--- config.mk ---
export PLATFORM = sky130hd
export DESIGN_NAME = node_cfg
export DESIGN_NICKNAME = d
export VERILOG_FILES = /design/src/shared/node_cfg_pkg.sv /design/src/shared/rate_if.sv /design/src/design/node_cfg.sv /design/src/design/ms_tick.sv /design/src/design/rate_detect.sv
export SDC_FILE = /design/constraint.sdc
export NUM_CORES = 2
export LEC_CHECK = 0
export BUFFER_PORTS_ARGS = -buffer_cell sky130_fd_sc_hd__buf_2
export CAP_MARGIN = 15
export CORE_MARGIN = 1.5
export CORE_UTILIZATION = 54
export CTS_CLUSTER_SIZE = 20
export DETAILED_ROUTE_END_ITERATION = 10
export PLACE_DENSITY_LB_ADDON = 0.3
export SLEW_MARGIN = 10
export SYNTH_ARGS = -nofsm -noshare
export SYNTH_HDL_FRONTEND = slang
export SYNTH_SLANG_ARGS = --single-unit
--- constraint.sdc ---
create_clock -name clk_sys -period 36.6 [get_ports clk_sys]
set_input_delay 7.32 -clock clk_sys [delete_from_list [all_inputs] [get_ports clk_sys]]
set_output_delay 7.32 -clock clk_sys [all_outputs]
set_load 0.01 [all_outputs]
--- src/shared/node_cfg_pkg.sv ---
// Package of object addresses, reset values and timing constants for the node configuration
package node_cfg_pkg;
    // ------------------------------------------------------------------
    // Object dictionary addresses
    // ------------------------------------------------------------------
    localparam logic [15:0] IDX_CYCLIC_PERIOD = 16'h2200; // Cyclic event period
    localparam logic [15:0] IDX_SAVE_RESET = 16'h2300; // Save all then reset
    localparam logic [15:0] IDX_WIDE_POS = 16'h2600; // Wide position value
    localparam logic [15:0] IDX_NODE_BASE = 16'h3000; // Node identifier base
    localparam logic [15:0] IDX_BIT_RATE = 16'h3001; // Bit rate code
    localparam logic [15:0] IDX_TERM = 16'h3002; // Termination switch
    localparam logic [15:0] IDX_AUTORATE = 16'h3003; // Auto rate object
    localparam logic [7:0] SUB_COUNT = 8'h00; // Entry count sub-index
    localparam logic [7:0] SUB_ENABLE = 8'h01; // Enable sub-index
    localparam logic [7:0] SUB_TIMEOUT = 8'h02; // Timeout sub-index
    // ------------------------------------------------------------------
    // Reset values and codes
    // ------------------------------------------------------------------
    localparam logic [31:0] SAVE_ACCESS_CODE = 32'h55aaaa55; // Save key
    localparam logic [7:0] NODE_BASE_RST = 8'h1f; // Stored node number
    localparam logic [7:0] NODE_ID_STEP = 8'h01; // Added to stored node number
    localparam logic [7:0] RATE_CODE_RST = 8'h03; // 125 kbit/s, unconfigured unit
    localparam logic [7:0] RATE_CODE_MAX = 8'h07; // Highest valid code
    localparam logic [7:0] TERM_RST = 8'h00; // Termination off
    localparam logic [7:0] TERM_ON = 8'h01; // Value that switches it on
    localparam logic [7:0] AUTORATE_COUNT = 8'h02; // Number of sub-indices
    localparam logic [7:0] AUTORATE_EN_RST = 8'h01; // Detection enabled
    localparam logic [31:0] AUTORATE_TMO_RST = 32'h0002bf20; // Timeout in ms
    // ------------------------------------------------------------------
    // Timing
    // ------------------------------------------------------------------
    localparam int CLK_HZ = 125_000_000; // System clock rate
    localparam int TICK_MS = 1; // Tick period in ms
    localparam int TICK_CYCLES = CLK_HZ / 1000 * TICK_MS; // Cycles per tick
    localparam int LED_FLASH_MS = 100; // Indicator swap period in ms
    localparam int MIN_FRAME_EDGES = 16; // Edges needed for a valid frame
    localparam int IDLE_BITS = 11; // Recessive bits ending a frame
    // Cycles per bit for each rate code 0..7
    localparam logic [15:0] BIT_CYCLES [8] = '{16'h186a, 16'h09c4, 16'h04e2, 16'h03e8,
                                               16'h01f4, 16'h00fa, 16'h009c, 16'h007d};
    // Node start-up states
    typedef enum logic [1:0] {
        ST_DETECT = 2'b00,
        ST_BOOTUP = 2'b01,
        ST_PREOP = 2'b10
    } node_state_e;
endpackage

--- src/shared/rate_if.sv ---
// Interface between the node controller and the bit rate detector
`timescale 1ns/1ps
interface rate_if;
    logic run; // Detector allowed to measure
    logic found; // Pulse: valid frame measured
    logic bad; // Pulse: invalid frame seen
    logic [7:0] code; // Detected rate code
    modport ctrl (output run, input found, input bad, input code);
    modport det (input run, output found, output bad, output code);
endinterface

--- src/design/node_cfg.sv ---
// Node configuration: object entries, position value and bit rate start-up
`timescale 1ns/1ps
module node_cfg (
    input wire logic clk_sys, // System clock
    input wire logic rst, // Synchronous reset, power-up
    input wire logic nmt_reset, // Network reset pulse
    input wire logic can_rx, // Bus receive pin
    input wire logic [15:0] od_index, // Object index
    input wire logic [7:0] od_sub, // Object sub-index
    input wire logic od_wr, // Write strobe
    input wire logic od_rd, // Read strobe
    input wire logic [63:0] od_wdata, // Write data
    output logic [63:0] od_rdata, // Read data
    output logic od_ack, // Access done
    output logic od_abort, // Access refused
    input wire logic [15:0] event_timer_ms, // Transmit event timer
    input wire logic [15:0] single_raw, // Single-turn count
    input wire logic [30:0] turns_raw, // Multi-turn count
    input wire logic [31:0] steps_per_rev, // Programmed steps per turn
    input wire logic [31:0] preset_value, // Programmed preset
    input wire logic preset_load, // Apply preset now
    input wire logic nvm_done, // Storage finished
    output logic nvm_save, // Pulse: store all entries
    output logic dev_reset, // Pulse: reset the device
    output logic [7:0] node_id, // Effective node identifier
    output logic [7:0] rate_active, // Rate code in use
    output logic term_en, // Termination on
    output logic listen_only, // Transmitter held off
    output logic bootup_send, // Pulse: send boot-up message
    output logic preop, // In pre-operational state
    output logic led_red, // Red indicator
    output logic led_green // Green indicator
);
    import node_cfg_pkg::*;

    // ------------------------------------------------------------------
    // Stored entries
    // ------------------------------------------------------------------
    logic [7:0] node_base_q; // Stored node number
    logic [7:0] rate_code_q; // Stored bit rate code
    logic [7:0] term_q; // Termination entry
    logic [7:0] ar_en_q; // Detection enable
    logic [31:0] ar_tmo_q; // Detection timeout ms
    logic [63:0] offset_q; // Preset offset
    logic [63:0] pos_q; // Wide position, registered
    node_state_e state_q; // Start-up state
    node_state_e state_d; // Next state
    logic [31:0] ms_q; // Ms since reset
    logic [7:0] led_ms_q; // Indicator swap counter
    logic led_phase_q; // Which indicator lit
    logic saving_q; // Waiting for storage
    logic rx_m_q; // First sync stage
    logic rx_s_q; // Second sync stage
    logic tick_w; // Millisecond tick
    logic restart_w; // Power-up or network reset
    logic timed_out_w; // Detection window over

    rate_if rif ();

    // ------------------------------------------------------------------
    // Pin synchroniser; first stage read by second only
    // ------------------------------------------------------------------
    always_ff @(posedge clk_sys) begin
        rx_m_q <= can_rx;
        rx_s_q <= rx_m_q;
    end

    assign restart_w = rst || nmt_reset;

    ms_tick #(
        .CYCLES(TICK_CYCLES)
    ) u_tick (
        .clk_sys(clk_sys),
        .rst(rst),
        .restart(nmt_reset),
        .tick(tick_w)
    );

    rate_detect u_det (
        .clk_sys(clk_sys),
        .rst(rst),
        .rx_s(rx_s_q),
        .rif(rif)
    );

    // ------------------------------------------------------------------
    // Access decode
    // ------------------------------------------------------------------
    logic hit_period_w; // Cyclic period entry
    logic hit_save_w; // Save entry
    logic hit_pos_w; // Position entry
    logic hit_node_w; // Node base entry
    logic hit_rate_w; // Rate code entry
    logic hit_term_w; // Termination entry
    logic hit_arc_w; // Auto rate count
    logic hit_are_w; // Auto rate enable
    logic hit_art_w; // Auto rate timeout
    logic sub0_w; // Sub-index zero
    logic known_w; // Any mapped entry
    logic ro_w; // Read-only entry
    logic wr_ok_w; // Write accepted
    logic rd_ok_w; // Read accepted
    logic save_key_w; // Access code matches
    logic [63:0] rd_w; // Read mux

    assign sub0_w = od_sub == SUB_COUNT;
    assign hit_period_w = od_index == IDX_CYCLIC_PERIOD && sub0_w;
    assign hit_save_w = od_index == IDX_SAVE_RESET && sub0_w;
    assign hit_pos_w = od_index == IDX_WIDE_POS && sub0_w;
    assign hit_node_w = od_index == IDX_NODE_BASE && sub0_w;
    assign hit_rate_w = od_index == IDX_BIT_RATE && sub0_w;
    assign hit_term_w = od_index == IDX_TERM && sub0_w;
    assign hit_arc_w = od_index == IDX_AUTORATE && sub0_w;
    assign hit_are_w = od_index == IDX_AUTORATE && od_sub == SUB_ENABLE;
    assign hit_art_w = od_index == IDX_AUTORATE && od_sub == SUB_TIMEOUT;
    assign known_w = hit_period_w | hit_save_w | hit_pos_w | hit_node_w | hit_rate_w
                     | hit_term_w | hit_arc_w | hit_are_w | hit_art_w;
    assign ro_w = hit_period_w | hit_pos_w | hit_arc_w;
    // Enable takes only 0 or 1, rate code only table codes
    assign wr_ok_w = od_wr && known_w && !ro_w && !saving_q
                     && !(hit_are_w && od_wdata[7:0] > AUTORATE_EN_RST)
                     && !(hit_rate_w && od_wdata[7:0] > RATE_CODE_MAX);
    assign rd_ok_w = od_rd && known_w && !hit_save_w;
    assign save_key_w = od_wdata[31:0] == SAVE_ACCESS_CODE;

    // Read data; reserved upper bits read as zero
    assign rd_w = hit_period_w ? {48'h0, event_timer_ms} :
                  hit_pos_w ? pos_q :
                  hit_node_w ? {56'h0, node_base_q} :
                  hit_rate_w ? {56'h0, rate_code_q} :
                  hit_term_w ? {56'h0, term_q} :
                  hit_arc_w ? {56'h0, AUTORATE_COUNT} :
                  hit_are_w ? {56'h0, ar_en_q} :
                  hit_art_w ? {32'h0, ar_tmo_q} : 64'h0;

    // ------------------------------------------------------------------
    // Access answer, one cycle after the strobe
    // ------------------------------------------------------------------
    always_ff @(posedge clk_sys) begin
        if (rst) begin
            od_ack <= 1'b0;
            od_abort <= 1'b0;
            od_rdata <= '0;
        end else begin
            od_ack <= od_wr || od_rd;
            od_abort <= (od_wr && !wr_ok_w) || (od_rd && !rd_ok_w);
            od_rdata <= rd_ok_w ? rd_w : 64'h0;
        end
    end

    // ------------------------------------------------------------------
    // Stored entries; a detected rate wins over a master write
    // ------------------------------------------------------------------
    always_ff @(posedge clk_sys) begin
        if (rst) begin
            node_base_q <= NODE_BASE_RST;
            rate_code_q <= RATE_CODE_RST;
            term_q <= TERM_RST;
            ar_en_q <= AUTORATE_EN_RST;
            ar_tmo_q <= AUTORATE_TMO_RST;
        end else begin
            if (wr_ok_w && hit_node_w) begin
                node_base_q <= od_wdata[7:0];
            end
            if (state_q == ST_DETECT && rif.found) begin
                rate_code_q <= rif.code;
            end else if (wr_ok_w && hit_rate_w) begin
                rate_code_q <= od_wdata[7:0];
            end
            if (wr_ok_w && hit_term_w) begin
                term_q <= od_wdata[7:0];
            end
            if (wr_ok_w && hit_are_w) begin
                ar_en_q <= od_wdata[7:0];
            end
            if (wr_ok_w && hit_art_w) begin
                ar_tmo_q <= od_wdata[31:0];
            end
        end
    end

    // ------------------------------------------------------------------
    // Save then reset; storage must finish before the reset goes out
    // ------------------------------------------------------------------
    always_ff @(posedge clk_sys) begin
        if (rst) begin
            saving_q <= 1'b0;
            nvm_save <= 1'b0;
            dev_reset <= 1'b0;
        end else begin
            nvm_save <= wr_ok_w && hit_save_w && save_key_w;
            dev_reset <= saving_q && nvm_done;
            if (wr_ok_w && hit_save_w && save_key_w) begin
                saving_q <= 1'b1;
            end else if (nvm_done) begin
                saving_q <= 1'b0;
            end
        end
    end

    // ------------------------------------------------------------------
    // Wide position: scaled by steps per turn, no total-range wrap
    // ------------------------------------------------------------------
    logic [63:0] turns_scaled_w; // Whole turns in steps
    logic [47:0] frac_scaled_w; // Single-turn part in steps
    logic [63:0] pos_raw_w; // Unwrapped scaled position
    assign turns_scaled_w = 64'(turns_raw) * 64'(steps_per_rev);
    assign frac_scaled_w = 48'(single_raw) * 48'(steps_per_rev);
    assign pos_raw_w = turns_scaled_w + {32'h0, frac_scaled_w[47:16]};

    // Preset is 32-bit wide by port, so always representable
    always_ff @(posedge clk_sys) begin
        if (rst) begin
            offset_q <= '0;
            pos_q <= '0;
        end else begin
            if (preset_load) begin
                offset_q <= {32'h0, preset_value} - pos_raw_w;
            end
            pos_q <= pos_raw_w + offset_q;
        end
    end

    // ------------------------------------------------------------------
    // Timeout counted from power-up or network reset
    // ------------------------------------------------------------------
    assign timed_out_w = ar_tmo_q != 32'h0 && ms_q >= ar_tmo_q;

    always_ff @(posedge clk_sys) begin
        if (restart_w) begin
            ms_q <= '0;
        end else if (tick_w && ms_q != 32'hffffffff) begin
            ms_q <= ms_q + 32'h1;
        end
    end

    // ------------------------------------------------------------------
    // Start-up sequence
    // ------------------------------------------------------------------
    // Bad frames need no action here: the detector rearms itself
    assign rif.run = state_q == ST_DETECT && !restart_w;

    always_comb begin
        state_d = state_q;
        case (state_q)
            ST_DETECT: begin
                if (rif.found || timed_out_w || ar_en_q == 8'h00) begin
                    state_d = ST_BOOTUP;
                end
            end
            ST_BOOTUP: state_d = ST_PREOP;
            ST_PREOP: state_d = ST_PREOP;
            default: state_d = ST_BOOTUP;
        endcase
    end

    always_ff @(posedge clk_sys) begin
        if (rst) begin
            state_q <= ST_DETECT;
        end else if (nmt_reset) begin
            state_q <= ST_DETECT;
        end else begin
            state_q <= state_d;
        end
    end

    // ------------------------------------------------------------------
    // Outputs from flip-flops
    // ------------------------------------------------------------------
    always_ff @(posedge clk_sys) begin
        if (rst) begin
            node_id <= NODE_BASE_RST + NODE_ID_STEP;
            rate_active <= RATE_CODE_RST;
            term_en <= 1'b0;
            listen_only <= 1'b1;
            bootup_send <= 1'b0;
            preop <= 1'b0;
        end else begin
            node_id <= node_base_q + NODE_ID_STEP;
            rate_active <= rate_code_q;
            term_en <= term_q == TERM_ON;
            // Network reset silences the transmitter at once
            listen_only <= nmt_reset || state_d == ST_DETECT;
            bootup_send <= state_q == ST_BOOTUP;
            preop <= state_q == ST_PREOP;
        end
    end

    // ------------------------------------------------------------------
    // Indicators swap every LED_FLASH_MS while detecting
    // ------------------------------------------------------------------
    always_ff @(posedge clk_sys) begin
        if (rst) begin
            led_ms_q <= '0;
            led_phase_q <= 1'b0;
            led_red <= 1'b0;
            led_green <= 1'b0;
        end else begin
            if (tick_w) begin
                if (led_ms_q == 8'(LED_FLASH_MS - 1)) begin
                    led_ms_q <= '0;
                    led_phase_q <= !led_phase_q;
                end else begin
                    led_ms_q <= led_ms_q + 8'h01;
                end
            end
            led_red <= state_q == ST_DETECT && led_phase_q;
            led_green <= state_q == ST_DETECT && !led_phase_q;
        end
    end
endmodule

--- src/design/ms_tick.sv ---
// Millisecond tick generator from the system clock
`timescale 1ns/1ps
module ms_tick #(
    parameter int CYCLES = node_cfg_pkg::TICK_CYCLES // Cycles per tick
) (
    input wire logic clk_sys, // System clock
    input wire logic rst, // Synchronous reset
    input wire logic restart, // Restart the count
    output logic tick // One-cycle pulse each period
);
    import node_cfg_pkg::*;
    localparam int W = $clog2(CYCLES);
    logic [W-1:0] cnt_q; // Cycle counter
    logic last_w; // Final cycle of period
    assign last_w = (cnt_q == W'(CYCLES - 1));
    // ------------------------------------------------------------------
    // Counter; restart keeps timeout aligned to the reset moment
    // ------------------------------------------------------------------
    always_ff @(posedge clk_sys) begin
        if (rst || restart || last_w) begin
            cnt_q <= '0;
        end else begin
            cnt_q <= cnt_q + W'(1);
        end
        tick <= !rst && !restart && last_w;
    end
endmodule

--- src/design/rate_detect.sv ---
// Bit rate detector: measures the shortest bit on the line over one frame
`timescale 1ns/1ps
module rate_detect (
    input wire logic clk_sys, // System clock
    input wire logic rst, // Synchronous reset
    input wire logic rx_s, // Synchronised receive line
    rate_if.det rif // Link to controller
);
    import node_cfg_pkg::*;
    logic rx_d_q; // Previous line level
    logic [15:0] run_q; // Cycles since last edge
    logic [15:0] min_q; // Shortest pulse this frame
    logic [7:0] edges_q; // Edges this frame
    logic edge_w; // Line changed
    logic idle_w; // Frame has ended
    logic [7:0] code_w; // Matched code
    logic hit_w; // Shortest pulse matches a rate
    assign edge_w = rx_s != rx_d_q;
    assign idle_w = rx_s && edges_q != 8'h00 && min_q != 16'hffff
                    && (run_q == 16'hffff || 32'(run_q) > 32'(min_q) * 32'(IDLE_BITS));
    // ------------------------------------------------------------------
    // Match within one eighth of a bit; only table rates are accepted
    // ------------------------------------------------------------------
    always_comb begin
        code_w = 8'h00;
        hit_w = 1'b0;
        for (int i = 0; i < 8; i++) begin
            if (min_q >= BIT_CYCLES[i] - (BIT_CYCLES[i] >> 3)
                && min_q <= BIT_CYCLES[i] + (BIT_CYCLES[i] >> 3)) begin
                code_w = 8'(i);
                hit_w = 1'b1;
            end
        end
    end
    // ------------------------------------------------------------------
    // Pulse measurement; an invalid frame simply rearms the search
    // ------------------------------------------------------------------
    always_ff @(posedge clk_sys) begin
        rx_d_q <= rx_s;
        rif.found <= 1'b0;
        rif.bad <= 1'b0;
        if (rst || !rif.run || idle_w) begin
            run_q <= '0;
            min_q <= 16'hffff;
            edges_q <= '0;
            if (!rst && rif.run && idle_w) begin
                rif.found <= hit_w && edges_q >= 8'(MIN_FRAME_EDGES);
                rif.bad <= !(hit_w && edges_q >= 8'(MIN_FRAME_EDGES));
                rif.code <= code_w;
            end
        end else if (edge_w) begin
            run_q <= '0;
            if (edges_q != 8'h00 && run_q < min_q) begin
                min_q <= run_q; // First edge is the frame start
            end
            if (edges_q != 8'hff) begin
                edges_q <= edges_q + 8'h01;
            end
        end else if (run_q != 16'hffff) begin
            run_q <= run_q + 16'h0001;
        end
        if (rst) begin
            rif.code <= '0;
        end
    end
endmodule

==> impl_metrics.csv <==
group,metric,value,unit
synthesis,ys_types,99,
floorplan,start_util,0.543,
worst_setup_path,cp.arrival,23.99,ns
detailed_routing,wl,201,mm
synthesis,synthFlopType,"dfxtp_1",
synthesis,syn-cell-area,0.0722,sq mm
cells_and_area,finalNonFillerCells,10200,
clock_tree,clock_path_buffers,3,
clock_tree,clock-sinks,391,
synthesis,yosysSeqAreaShare,0.108,
clock_tree,cts_tree,"yes",
global_route,grt-ovfl-total,0,
cells_and_area,multi_input_area,0.0566,sq mm
worst_setup_path,path_common_cell,"fa_1",
clock_tree,cts_setup_buffers,0,
cells_and_area,finalCoreUtilization,0.570,
floorplan,design.core.area,0.133,sq mm
clock_tree,clock_latency,0.54,ns
worst_setup_path,critPathKind,"in2reg",
floorplan,die_w,369,um
detailed_routing,avgRoutedWirePerCell,19.6,um
clock_tree,root_buffer,"clkbuf_16",
synthesis,synth.avg_cell_area,8.50,sq um
synthesis,syn_nets,10600,
synthesis,ys_ff_latch,391,
placed_design,io_buffers,280,
global_route,antenna_found_initial,7,
cells_and_area,final_common_cell,"inv_1",
cells_and_area,seqCellArea,0.00783,sq mm
timing,setup-tns-final,0,ns
timing,whs,0.329,ns
timing,rsz0062_at_grt,"false",
floorplan,io_pins,313,
detailed_routing,postRouteAntennaNets,0,
global_route,grt_max_degree,78,
floorplan,die_area,0.136,sq mm
hold_path,hold_path_class,"reg2reg",
placed_design,routabilityCongestion,0.941,
global_route,grt_pass1_vias,60600,
timing,fin_crit,23.59,ns
cells_and_area,drive_gt1_frac,0.0552,
placed_design,dp_cells,10200,
timing,maxSlewHeadroom,0.314,
timing,tightest_slew,1.03,ns
cells_and_area,areaGrowthSynthToFinish,5.04,%
timing,post-route-period-util,0.644,
synthesis,syn-instance-count,8494,
global_route,grt_usage,0.299,
run,drv_cap,0,
timing,finalHoldViolations,0,
detailed_routing,drt-vias-per-instance,5.71,
timing,fin_skew,0.0106,ns
worst_setup_path,crit_required,37.00,ns
detailed_routing,vias,58400,
status,status,"completed",
worst_setup_path,max_stage_delay,0.80,ns
synthesis,ys_warn_count,0,
clock_tree,cts_made_buffers,36,
cells_and_area,layout_common_cells,"inv_1 (1,640), nand2_1 (1,379), fa_1 (1,330), ha_1 (602), and2_1 (461)",
synthesis,synth-edff-count,0,
cells_and_area,fillCellCount,12100,
clock_tree,clk_pin_slew,0.06,ns
clock_tree,h-tree-depth,2,
worst_setup_path,cp_slowest_cell,"a2111oi_0",
timing,finalMaxSlewViolations,0,
floorplan,die_h,369,um
detailed_routing,first_pass_iters,5,
worst_setup_path,cp_max_fo,25,
timing,fmax,42.4,MHz
cells_and_area,num-nets-final,10600,
detailed_routing,drt_iter0_markers,4546,
worst_setup_path,cp-end-kind,"flop",
worst_setup_path,start_kind,"primary input",
clock_tree,post_cts_resized,0,
placed_design,hpwl,156,mm
global_route,grt_pass1_wl,323,mm
floorplan,num_rows,134,
clock_tree,cts_hold_buf,0,
detailed_routing,drc_errors,0,
timing,setup_violations,0,
synthesis,async_flop_share,0,
## cells in the mapped netlist (12+ instances only)
cell,count,share of area
and2_1,461,0.040
and4_1,18,0.0022
nor2b_1,49,0.0042
dfxtp_1,391,0.11
a22o_1,17,0.0021
a21o_1,122,0.013
nor4_1,44,0.0038
nand4_1,76,0.0066
xor2_1,122,0.015
buf_1,32,0.0017
nand2b_1,53,0.0046
and3_1,46,0.0040
nor2_1,406,0.021
a211oi_1,33,0.0034
or2_2,19,0.0016
a31oi_1,29,0.0025
a21oi_1,315,0.022
inv_1,1640,0.085
nand2_1,1379,0.072
nand3_1,81,0.0056
o211ai_1,26,0.0027
a22oi_1,14,0.0015
o31ai_1,16,0.0017
xnor2_1,151,0.018
o21bai_1,33,0.0034
a221o_1,20,0.0028
ha_1,602,0.10
a211o_1,21,0.0025
mux2i_1,61,0.0085
nor4b_1,12,0.0015
clkbuf_1,391,0.020
o21a_1,37,0.0038
or3_1,23,0.0020
o21ai_0,139,0.0096
nor3_1,83,0.0058
fa_1,1330,0.37
o22ai_1,12,0.0010
## layer usage
metal | part of all wire | GRT usage | up-vias
met5 | 0.00014 | 0 | -
met4 | 0.047 | 0.121 | 4
met3 | 0.074 | 0.0419 | 533
met2 | 0.48 | 0.495 | 2293
met1 | 0.40 | 0.395 | 29500
li1 | - | - | 26100
## critical path, delay by kind of cell
kind / cells / cell delay [ns]
adder cells (fa/ha/maj): 15 / 7.40
XOR/XNOR: 3 / 0.60
AO/OA/AOI/OAI: 13 / 4.59
buffers and inverters: 12 / 1.48
AND/OR/NAND/NOR: 12 / 2.54
## metrics by stage
step / instance area, sq um / setup WS (ns)
CTS: 75800 / 13.17
floorplan: 72200 / 15.46
detailed placement: 74600 / 12.65
finish: 75900 / 13.01
global placement: 74600 / 12.88
global route: 75900 / 12.12
## worst paths after layout
kind              depth (start not counted)                      endpoint  slack [ns]                   startpoint
setup / recovery                         55          pos_q[56]$_SDFF_PP0_       13.01            steps_per_rev[28]
hold / removal                            0                rx_s_q$_DFF_P_        0.33               rx_m_q$_DFF_P_
setup reg to reg                         25  u_det.run_q[14]$_SDFFE_PP0P_       30.49  u_det.min_q[3]$_SDFFE_PP1P_
hold reg to reg                           0                rx_s_q$_DFF_P_        0.33               rx_m_q$_DFF_P_
## registers in the layout, indices dropped and copies added (netlist names), 2 cells and up
| register | flops |
|---|---|
| rate_active | 8 |
| u_det.run_q | 16 |
| ar_tmo_q | 32 |
| ar_en_q | 8 |
| node_id | 8 |
| u_det.edges_q | 8 |
| term_q | 8 |
| u_det.rif.code | 3 |
| pos_q | 64 |
| od_rdata | 64 |
| node_base_q | 8 |
| u_tick.cnt_q | 17 |
| state_q | 2 |
| offset_q | 64 |
| u_det.min_q | 16 |
| led_ms_q | 8 |
| rate_code_q | 8 |
| ms_q | 32 |
## cells by family after synthesis
group	count (synthesis)	share of synthesized area
AO/OA/AOI/OAI	949	0.0859
XOR/XNOR	273	0.0331
adder cells (fa/ha/maj)	1932	0.473
buffers and inverters	2074	0.108
flip-flops	391	0.108
multiplexers	71	0.0100
AND/OR/NAND/NOR	2804	0.182
## cell type report
class                   count  area share
clock buffers              44      0.0135
multi-input cells        6029       0.746
clock inverters            18     0.00259
well taps                1768      0.0292
repair buffers            337      0.0242
flip-flops and latches    391       0.103
inverters                1641      0.0812
diodes                      4    0.000132
Power is left out: the tool's default activity adds up to more than one toggle a clock period on the data nets, which glitch-free logic cannot reach.
